==> config.mk <==
export PLATFORM = sky130hd
export DESIGN_NAME = ddc
export DESIGN_NICKNAME = d
export VERILOG_FILES = /design/src/ddc_pkg.sv /design/src/ddc.sv
export SDC_FILE = /design/constraint.sdc
export NUM_CORES = 2
export LEC_CHECK = 0
export BUFFER_PORTS_ARGS = -buffer_cell sky130_fd_sc_hd__buf_2
export CAP_MARGIN = 20
export CORE_MARGIN = 2
export CORE_UTILIZATION = 35
export CTS_CLUSTER_SIZE = 10
export DETAILED_ROUTE_END_ITERATION = 10
export SETUP_SLACK_MARGIN = 0.05
export SYNTH_ARGS = -nofsm -noshare
export SYNTH_HDL_FRONTEND = slang
export SYNTH_HIERARCHICAL = 1
export SYNTH_MEMORY_MAX_BITS = 65536
export SYNTH_SLANG_ARGS = --single-unit
==> constraint.sdc <==
create_clock -name clock -period 48.5 [get_ports clock]
set_input_delay 9.7 -clock clock [delete_from_list [all_inputs] [get_ports clock]]
set_output_delay 9.7 -clock clock [all_outputs]
set_load 0.01 [all_outputs]
==> src/ddc_pkg.sv <==
// Constants for the digital down converter: register map, fields, resets.
// Assumes a single sample clock shared by converter core, registers and output.
package ddc_pkg;

  // ----------------------------------------------------------------
  // Register offsets (byte addresses)
  // ----------------------------------------------------------------
  localparam logic [7:0] ctrl_addr = 8'h00;
  localparam logic [7:0] freq_addr = 8'h04;
  localparam logic [7:0] active_freq_addr = 8'h08;
  localparam logic [7:0] status_addr = 8'h0c;

  // ----------------------------------------------------------------
  // Control fields
  // ----------------------------------------------------------------
  localparam int ctrl_enable_bit = 0;
  localparam int ctrl_mode_lsb = 1;
  localparam int ctrl_decim_lsb = 3;
  localparam int ctrl_gain_bit = 6;
  localparam int ctrl_invert_bit = 7;
  localparam int ctrl_restart_bit = 8;
  localparam int ctrl_width = 9;
  localparam logic [8:0] ctrl_reset = 9'h000;
  localparam logic [31:0] freq_reset = 32'h0000_0000;

  // Mode codes
  localparam logic [1:0] mode_complex = 2'h0;
  localparam logic [1:0] mode_real = 2'h1;
  localparam logic [1:0] mode_quarter = 2'h2;

  // ----------------------------------------------------------------
  // Arithmetic
  // ----------------------------------------------------------------
  localparam int sample_width = 18;
  localparam int calc_width = 20;
  localparam int lut_frac = 15;
  localparam int max_decim_log2 = 5;
  localparam logic [2:0] max_decim_sel = 3'h4;
  localparam logic [8:0] root2_q7 = 9'h0b5;
  localparam int root2_frac = 7;

endpackage

==> src/ddc.sv <==
// Down converter datapath, its register file and the output FIFO.
// Samples arrive on the sample clock with valid/ready; sync comes from a pin.
`timescale 1ns/10ps

// ----------------------------------------------------------------
// Output FIFO
// ----------------------------------------------------------------
module ddc_fifo #(
  parameter int width = 42,
  parameter int depth = 32
) (
  // Clock and reset
  input wire logic clock,
  input wire logic sys_rst,
  // Fill side
  input wire logic s_valid,
  output logic s_ready,
  input wire logic [width-1:0] s_data,
  // Drain side
  output logic m_valid,
  input wire logic m_ready,
  output logic [width-1:0] m_data,
  // Fill level
  output logic [$clog2(depth+1)-1:0] level
);
  localparam int aw = $clog2(depth);

  logic [width-1:0] mem [depth];
  logic [aw-1:0] wr_ptr;
  logic [aw-1:0] rd_ptr;
  logic [aw:0] count;
  wire push = s_valid && s_ready;
  wire pop = m_valid && m_ready;

  assign s_ready = (count != depth[aw:0]);
  assign m_valid = (count != '0);
  assign m_data = mem[rd_ptr];
  assign level = count;

  always_ff @(posedge clock) begin
    if (push) begin
      mem[wr_ptr] <= s_data;
    end
  end

  always_ff @(posedge clock) begin
    if (sys_rst) begin
      wr_ptr <= '0;
      rd_ptr <= '0;
      count <= '0;
    end else begin
      wr_ptr <= push ? wr_ptr + 1'b1 : wr_ptr;
      rd_ptr <= pop ? rd_ptr + 1'b1 : rd_ptr;
      count <= count + {{aw{1'b0}}, push} - {{aw{1'b0}}, pop};
    end
  end
endmodule

// ----------------------------------------------------------------
// Down converter top
// ----------------------------------------------------------------
module ddc
  import ddc_pkg::*;
#(
  parameter int fifo_depth = 32
) (
  // Clock and reset
  input wire logic clock,
  input wire logic sys_rst,
  // Register port
  input wire logic [7:0] reg_addr,
  input wire logic [31:0] reg_wdata,
  input wire logic reg_wr,
  input wire logic reg_rd,
  output logic [31:0] reg_rdata,
  // Converter sample stream
  input wire logic [sample_width-1:0] in_sample,
  input wire logic in_valid,
  output logic in_ready,
  // External sync pin
  input wire logic sync_pin,
  // Output stream
  output logic [calc_width-1:0] out_first,
  output logic [calc_width-1:0] out_second,
  output logic [1:0] out_mode,
  output logic out_valid,
  input wire logic out_ready
);
  localparam int fifo_width = 2 * calc_width + 2;
  localparam int acc_width = calc_width + max_decim_log2;
  localparam int lw = $clog2(fifo_depth + 1);

  // ----------------------------------------------------------------
  // Registers
  // ----------------------------------------------------------------
  logic [ctrl_width-1:0] ctrl;
  logic [31:0] freq_word;
  logic [31:0] active_word;
  logic [31:0] phase;
  logic restart_seen;
  logic sync_meta;
  logic sync_sync;
  logic sync_prev;
  logic [31:0] rdata_hold;
  logic rd_pending;
  logic [lw-1:0] fifo_level;

  wire enable = ctrl[ctrl_enable_bit];
  wire [1:0] mode = ctrl[ctrl_mode_lsb +: 2];
  wire [2:0] decim_raw = ctrl[ctrl_decim_lsb +: 3];
  wire [2:0] decim_sel = (decim_raw > max_decim_sel) ? max_decim_sel : decim_raw;
  wire gain_en = ctrl[ctrl_gain_bit];
  wire invert = ctrl[ctrl_invert_bit];
  wire is_real = (mode == mode_real);

  wire wr_ctrl = reg_wr && (reg_addr == ctrl_addr);
  wire wr_freq = reg_wr && (reg_addr == freq_addr);
  // Either edge of the bit or the pin counts as a toggle
  wire restart = (ctrl[ctrl_restart_bit] != restart_seen) || (sync_sync != sync_prev);

  wire [31:0] rd_mux =
    (reg_addr == ctrl_addr) ? {{(32-ctrl_width){1'b0}}, ctrl} :
    (reg_addr == freq_addr) ? freq_word :
    (reg_addr == active_freq_addr) ? active_word :
    (reg_addr == status_addr) ? {{(32-lw-1){1'b0}}, fifo_level, in_ready} :
    32'h0000_0000;

  always_ff @(posedge clock) begin
    if (sys_rst) begin
      ctrl <= ctrl_reset;
      freq_word <= freq_reset;
      rd_pending <= 1'b0;
      rdata_hold <= 32'h0000_0000;
    end else begin
      ctrl <= wr_ctrl ? reg_wdata[ctrl_width-1:0] : ctrl;
      freq_word <= wr_freq ? reg_wdata : freq_word;
      rd_pending <= reg_rd;
      rdata_hold <= reg_rd ? rd_mux : rdata_hold;
    end
  end

  assign reg_rdata = rd_pending ? rdata_hold : 32'h0000_0000;

  // Pin passes two flops before the edge compare
  always_ff @(posedge clock) begin
    if (sys_rst) begin
      sync_meta <= 1'b0;
      sync_sync <= 1'b0;
      sync_prev <= 1'b0;
    end else begin
      sync_meta <= sync_pin;
      sync_sync <= sync_meta;
      sync_prev <= sync_sync;
    end
  end

  // ----------------------------------------------------------------
  // Oscillator
  // ----------------------------------------------------------------
  // Phase restarts at zero so both rails line up after a retune
  wire adv = in_valid && in_ready && enable;

  always_ff @(posedge clock) begin
    if (sys_rst) begin
      active_word <= freq_reset;
      phase <= 32'h0000_0000;
      restart_seen <= 1'b0;
    end else begin
      restart_seen <= ctrl[ctrl_restart_bit];
      active_word <= restart ? freq_word : active_word;
      // Signed word wraps modulo 2^32, covering minus to plus half rate
      phase <= restart ? 32'h0000_0000 : (adv ? phase + active_word : phase);
    end
  end

  // Quarter wave of cosine, 17 points, scaled to 2^15
  function automatic logic signed [16:0] quarter_cos(input logic [4:0] k);
    logic [15:0] v;
    v = 16'h0000;
    unique case (k)
      5'd0: v = 16'h7fff;
      5'd1: v = 16'h7f62;
      5'd2: v = 16'h7d8a;
      5'd3: v = 16'h7a7d;
      5'd4: v = 16'h7642;
      5'd5: v = 16'h70e3;
      5'd6: v = 16'h6a6e;
      5'd7: v = 16'h62f2;
      5'd8: v = 16'h5a82;
      5'd9: v = 16'h5134;
      5'd10: v = 16'h471d;
      5'd11: v = 16'h3c57;
      5'd12: v = 16'h30fc;
      5'd13: v = 16'h2528;
      5'd14: v = 16'h18f9;
      5'd15: v = 16'h0c8c;
      default: v = 16'h0000;
    endcase
    return signed'({1'b0, v});
  endfunction

  function automatic logic signed [16:0] cos64(input logic [5:0] idx);
    logic [4:0] k;
    logic [4:0] kr;
    k = {1'b0, idx[3:0]};
    kr = 5'd16 - k;
    unique case (idx[5:4])
      2'd0: return quarter_cos(k);
      2'd1: return -quarter_cos(kr);
      2'd2: return -quarter_cos(k);
      default: return quarter_cos(kr);
    endcase
  endfunction

  wire [5:0] cos_idx = phase[31:26];
  wire [5:0] sin_idx = phase[31:26] - 6'h10;
  wire signed [16:0] nco_cos = cos64(cos_idx);
  // Inverted phase conjugates the exponential
  wire signed [16:0] nco_sin = invert ? -cos64(sin_idx) : cos64(sin_idx);

  // ----------------------------------------------------------------
  // Mixer
  // ----------------------------------------------------------------
  wire signed [calc_width-1:0] x = calc_width'(signed'(in_sample));
  wire signed [calc_width+16:0] prod_i = x * nco_cos;
  wire signed [calc_width+16:0] prod_q = x * nco_sin;
  // Real mode skips the multipliers entirely
  wire signed [calc_width-1:0] mix_i = is_real ? x : calc_width'(prod_i >>> lut_frac);
  wire signed [calc_width-1:0] mix_q = is_real ? '0 : calc_width'(prod_q >>> lut_frac);

  // ----------------------------------------------------------------
  // Decimating low-pass (integrate and dump)
  // ----------------------------------------------------------------
  // Boxcar keeps area small; its sidelobes fall short of a long FIR
  logic signed [acc_width-1:0] acc_i;
  logic signed [acc_width-1:0] acc_q;
  logic [max_decim_log2-1:0] tap_count;
  wire [max_decim_log2-1:0] last_tap =
    max_decim_log2'((6'h02 << decim_sel) - 6'h01);
  wire dump = adv && (tap_count == last_tap);
  wire signed [acc_width-1:0] sum_i = acc_i + acc_width'(mix_i);
  wire signed [acc_width-1:0] sum_q = acc_q + acc_width'(mix_q);
  // Same window in real mode: real rate halves the usable bandwidth
  wire signed [acc_width-1:0] avg_i = sum_i >>> (decim_sel + 3'h1);
  wire signed [acc_width-1:0] avg_q = sum_q >>> (decim_sel + 3'h1);

  function automatic logic signed [calc_width-1:0] sat(input logic signed [acc_width+9:0] v);
    logic signed [acc_width+9:0] hi;
    logic signed [acc_width+9:0] lo;
    hi = (acc_width+10)'({1'b0, {(calc_width-1){1'b1}}});
    lo = -hi - 1;
    if (v > hi) begin
      return calc_width'(hi);
    end else if (v < lo) begin
      return calc_width'(lo);
    end
    return calc_width'(v);
  endfunction

  function automatic logic signed [calc_width-1:0] gain(input logic signed [acc_width-1:0] v,
                                                         input logic en, input logic real_mode);
    logic signed [acc_width+9:0] w;
    w = (acc_width+10)'(v);
    if (en && real_mode) begin
      return sat((w * signed'({1'b0, root2_q7})) >>> root2_frac);
    end else if (en) begin
      return sat(w <<< 1);
    end
    return sat(w);
  endfunction

  wire signed [calc_width-1:0] out_i = gain(avg_i, gain_en, is_real);
  wire signed [calc_width-1:0] out_q = gain(avg_q, gain_en, is_real);

  always_ff @(posedge clock) begin
    if (sys_rst || !enable) begin
      acc_i <= '0;
      acc_q <= '0;
      tap_count <= '0;
    end else if (adv) begin
      acc_i <= dump ? '0 : sum_i;
      acc_q <= dump ? '0 : sum_q;
      tap_count <= dump ? '0 : tap_count + 1'b1;
    end
  end

  // ----------------------------------------------------------------
  // Quarter-rate rotation
  // ----------------------------------------------------------------
  // Pair m alternates (I, -Q) and (-I, Q): two real samples per pair
  logic rot_half;
  always_ff @(posedge clock) begin
    if (sys_rst || !enable) begin
      rot_half <= 1'b0;
    end else if (dump && mode == mode_quarter) begin
      rot_half <= ~rot_half;
    end
  end

  wire signed [calc_width-1:0] neg_i = sat(-(acc_width+10)'(out_i));
  wire signed [calc_width-1:0] neg_q = sat(-(acc_width+10)'(out_q));
  wire [calc_width-1:0] first_word =
    (mode == mode_quarter && rot_half) ? neg_i : out_i;
  wire [calc_width-1:0] second_word =
    (mode == mode_quarter) ? (rot_half ? out_q : neg_q) :
    (is_real ? '0 : out_q);

  // ----------------------------------------------------------------
  // Output FIFO
  // ----------------------------------------------------------------
  logic fifo_ready;
  logic [fifo_width-1:0] fifo_out;

  // A full FIFO stalls the sample stream while enabled
  assign in_ready = fifo_ready || !enable;

  ddc_fifo #(
    .width(fifo_width),
    .depth(fifo_depth)
  ) ddc_fifo_inst (
    .clock(clock),
    .sys_rst(sys_rst),
    .s_valid(dump),
    .s_ready(fifo_ready),
    .s_data({mode, first_word, second_word}),
    .m_valid(out_valid),
    .m_ready(out_ready),
    .m_data(fifo_out),
    .level(fifo_level)
  );

  assign out_mode = fifo_out[fifo_width-1 -: 2];
  assign out_first = fifo_out[2*calc_width-1 -: calc_width];
  assign out_second = fifo_out[calc_width-1:0];
endmodule

==> flow_summary.toml <==
[run_status]
status = "finished clean"

[clock_tree]
post_cts_buffers = 0
cts_buffers = 187
cts_resized = 0
clk_latency_ns = 0.89
numClockSinks = 1578
cts_root_buf = "clkbuf_16"
cts_hold_buf = 0
ctsLongestPathBuffers = 4
clkTransAtPathRegs_ns = 0.06
cts-htree-levels = 4
cts_tree = "done"

[placement]
io_buffers = 140
place_congestion = 0.905
dpl.hpwl_um = 191000

[flow_run]
maxCapViolations = 0

[die]
io_pins = 141
initial_core_util_pct = 35.2
die_w_um = 548
die_h_um = 548
rows = 199
design.core.area_sq_mm = 0.294
dieArea_sq_mm = 0.301

[yosys]
synthFlopType = "edfxtp_1"
synth_edf_count = 1344
syn_area_sq_mm = 0.104
synth_cell_types = 115
yosys-top-cells-count = "edfxtp_1 (1344), inv_1 (1007), nand2_1 (855), fa_1 (759), ha_1 (487)"
syn_nets = 10300
synthCells = 9015
synth_top_cell_by_area = "edfxtp_1"
yosysMostFrequentCell = "edfxtp_1"
ys_seq_elements = 1578
syn_area_per_cell_sq_um = 11.5
seq_area_frac_synth_pct = 43.4
synth_top_cell_area_share_pct = 38.9
synth_area_leaders = "edfxtp_1 (39%), fa_1 (15%), ha_1 (5.9%), dfxtp_1 (4.5%), mux4_2 (3.8%)"
yosys_warnings = 6
synthArstFlopShare_pct = 0

[timing]
setup_viol = 0
tightest_slew_ns = 1.22
rsz0062_at_grt = "no"
period_minus_slack_ns = 29.52
fmax_ghz = 0.0339
hold_violations = 0
maxSlewViolCount = 0
setup_tns_ns = 0
skew_ns = 0.124
slew_headroom_pct = 18.5
period_share_pct = 60.9

[worst_setup_path]
r2r_start = "phase[27]"
endpoint = "ddc_fifo_inst/mem[4][24]"
cp_max_fo = 34
rrSetupSlack_ns = 22.57
startpoint_type = "primary input"
worstPathRequired_ns = 48.85
r2r_end = "ddc_fifo_inst/mem[2][11]"
r2r_cells = 88
cp_slowest_cell = "o211ai_1"
worst-endpoint-arrival_ns = 29.87
cp-end-kind = "register"
worst-setup-path-type = "in2reg"
cpMostUsedCell = "fa_1"
cpPeakStageDelay_ns = 0.76
cp-startpoint = "in_sample[1]"

[drt]
drc = 0
drt_wl_total_um = 298000
post_drt_wl_per_cell_um = 22.9
vias = 71300
wl_met3_um = 24100
dr.pass1.iters = 6
top_layer_used = "met5"
viasPerCell = 5.48
m1WireLength_um = 128000
drt_iter0_markers = 7085
final_antenna_net_count = 0
dr_wl_met2_um = 139000

[hold_path]
hold_path.class = "reg2reg"
hp-start = "freq_word[3]"
worstHoldPathCells = 2

[global_routing]
antenna_found_initial = 13
grt_usage_pct = 19.6
grt_pass1_vias = 72300
grt_max_degree = 176
grt_pass1_wl_um = 454000
grt.overflow.total = 0

[finish]
drive_above_1_share_pct = 12.7
final_nets = 10400
area_growth_pct = 10.5
nFillCells = 27900
==> worst min path at each step <==
| stage | slack [ns] | endpoint |
|---|---|---|
| floorplan | 0.41 | sync_sync |
| global placement | 0.43 | sync_sync |
| detailed placement | 0.43 | sync_sync |
| CTS | 0.42 | active_word[3] |
| global route | 0.44 | active_word[13] |
| finish | 0.42 | active_word[3] |
==> layout by cell type (no fill, tap or decap), drive strengths merged, types with 15 or more instances in the layout <==
cell type	count
xnor2	153
nor2b	195
nor4	36
a22o	92
mux4	177
ha	487
o21a	31
o22ai	98
mux2	272
buf	325
o211ai	45
or3	43
a21oi	426
dfxtp	234
inv	1014
xor2	73
o21bai	19
a211oi	174
nor3	176
clkbuf	218
a22oi	66
nor2	471
nand3	85
mux2i	51
or4	58
a21o	77
a221oi	20
o31ai	36
o21ai	320
a31oi	29
nand4	41
and2	216
edfxtp	1344
nand2b	69
and3	49
fa	759
or2	36
nand3b	16
a211o	15
nand2	855
==> area by class of cell <==
cell class	count	area (sq um)	share of cell area, %
multi-input cells	5943	53400	46.6
flip-flops and latches	1578	45100	39.3
clock buffers	216	4920	4.30
well taps	3919	4900	4.28
inverters	1018	3830	3.34
repair buffers	327	2420	2.11
clock inverters	9	124	0.108
diodes	3	7.51	0.00655
==> critical path: cells and delay by family <==
kind	cells	cell delay [ns]
AO/OA/AOI/OAI	22	6.53
XOR/XNOR	3	0.65
adder cells (fa/ha/maj)	13	5.79
buffers and inverters	12	1.95
AND/OR/NAND/NOR	21	5.23
==> cell families after synthesis <==
kind of cell | count (synthesis) | synth area share (%)
XOR/XNOR | 228 | 1.98
AND/OR/NAND/NOR | 2391 | 11.2
AO/OA/AOI/OAI | 1578 | 9.93
flip-flops | 1578 | 43.4
adder cells (fa/ha/maj) | 1246 | 20.5
multiplexers | 500 | 7.29
buffers and inverters | 1494 | 5.67
==> stage by stage <==
step                      utilization (%)  setup WS (ns)  std cells  instance area [sq um]  hold slack (ns)
after floorplan                         -          20.18       9015                 104000            0.414
after global placement               37.1          18.38      12800                 109000            0.431
after detailed placement             37.1          18.12      12800                 109000            0.428
after CTS                            38.8          18.90      13000                 114000            0.416
after global routing                 38.9          17.67      13000                 115000            0.437
final                                38.9          18.98      13000                 115000            0.418
==> routing by layer <==
layer	vias to the layer above	GRT usage, %
li1	31700	-
met2	2947	31.8
met5	-	0
met3	471	3.33
met4	10	5.04
met1	36100	27.2
==> state kept, by name, summed over array words and instances, names as in the netlist, 6 cells and up, named ones only <==
signal / count
acc_i: 25
ddc_fifo_inst/mem: 1344
ctrl: 9
acc_q: 25
rdata_hold: 32
ddc_fifo_inst/level: 6
freq_word: 32
active_word: 32
phase: 32
Power is not shown: default switching activity piles up to over one toggle a cycle in this logic, so the estimate is an artifact.
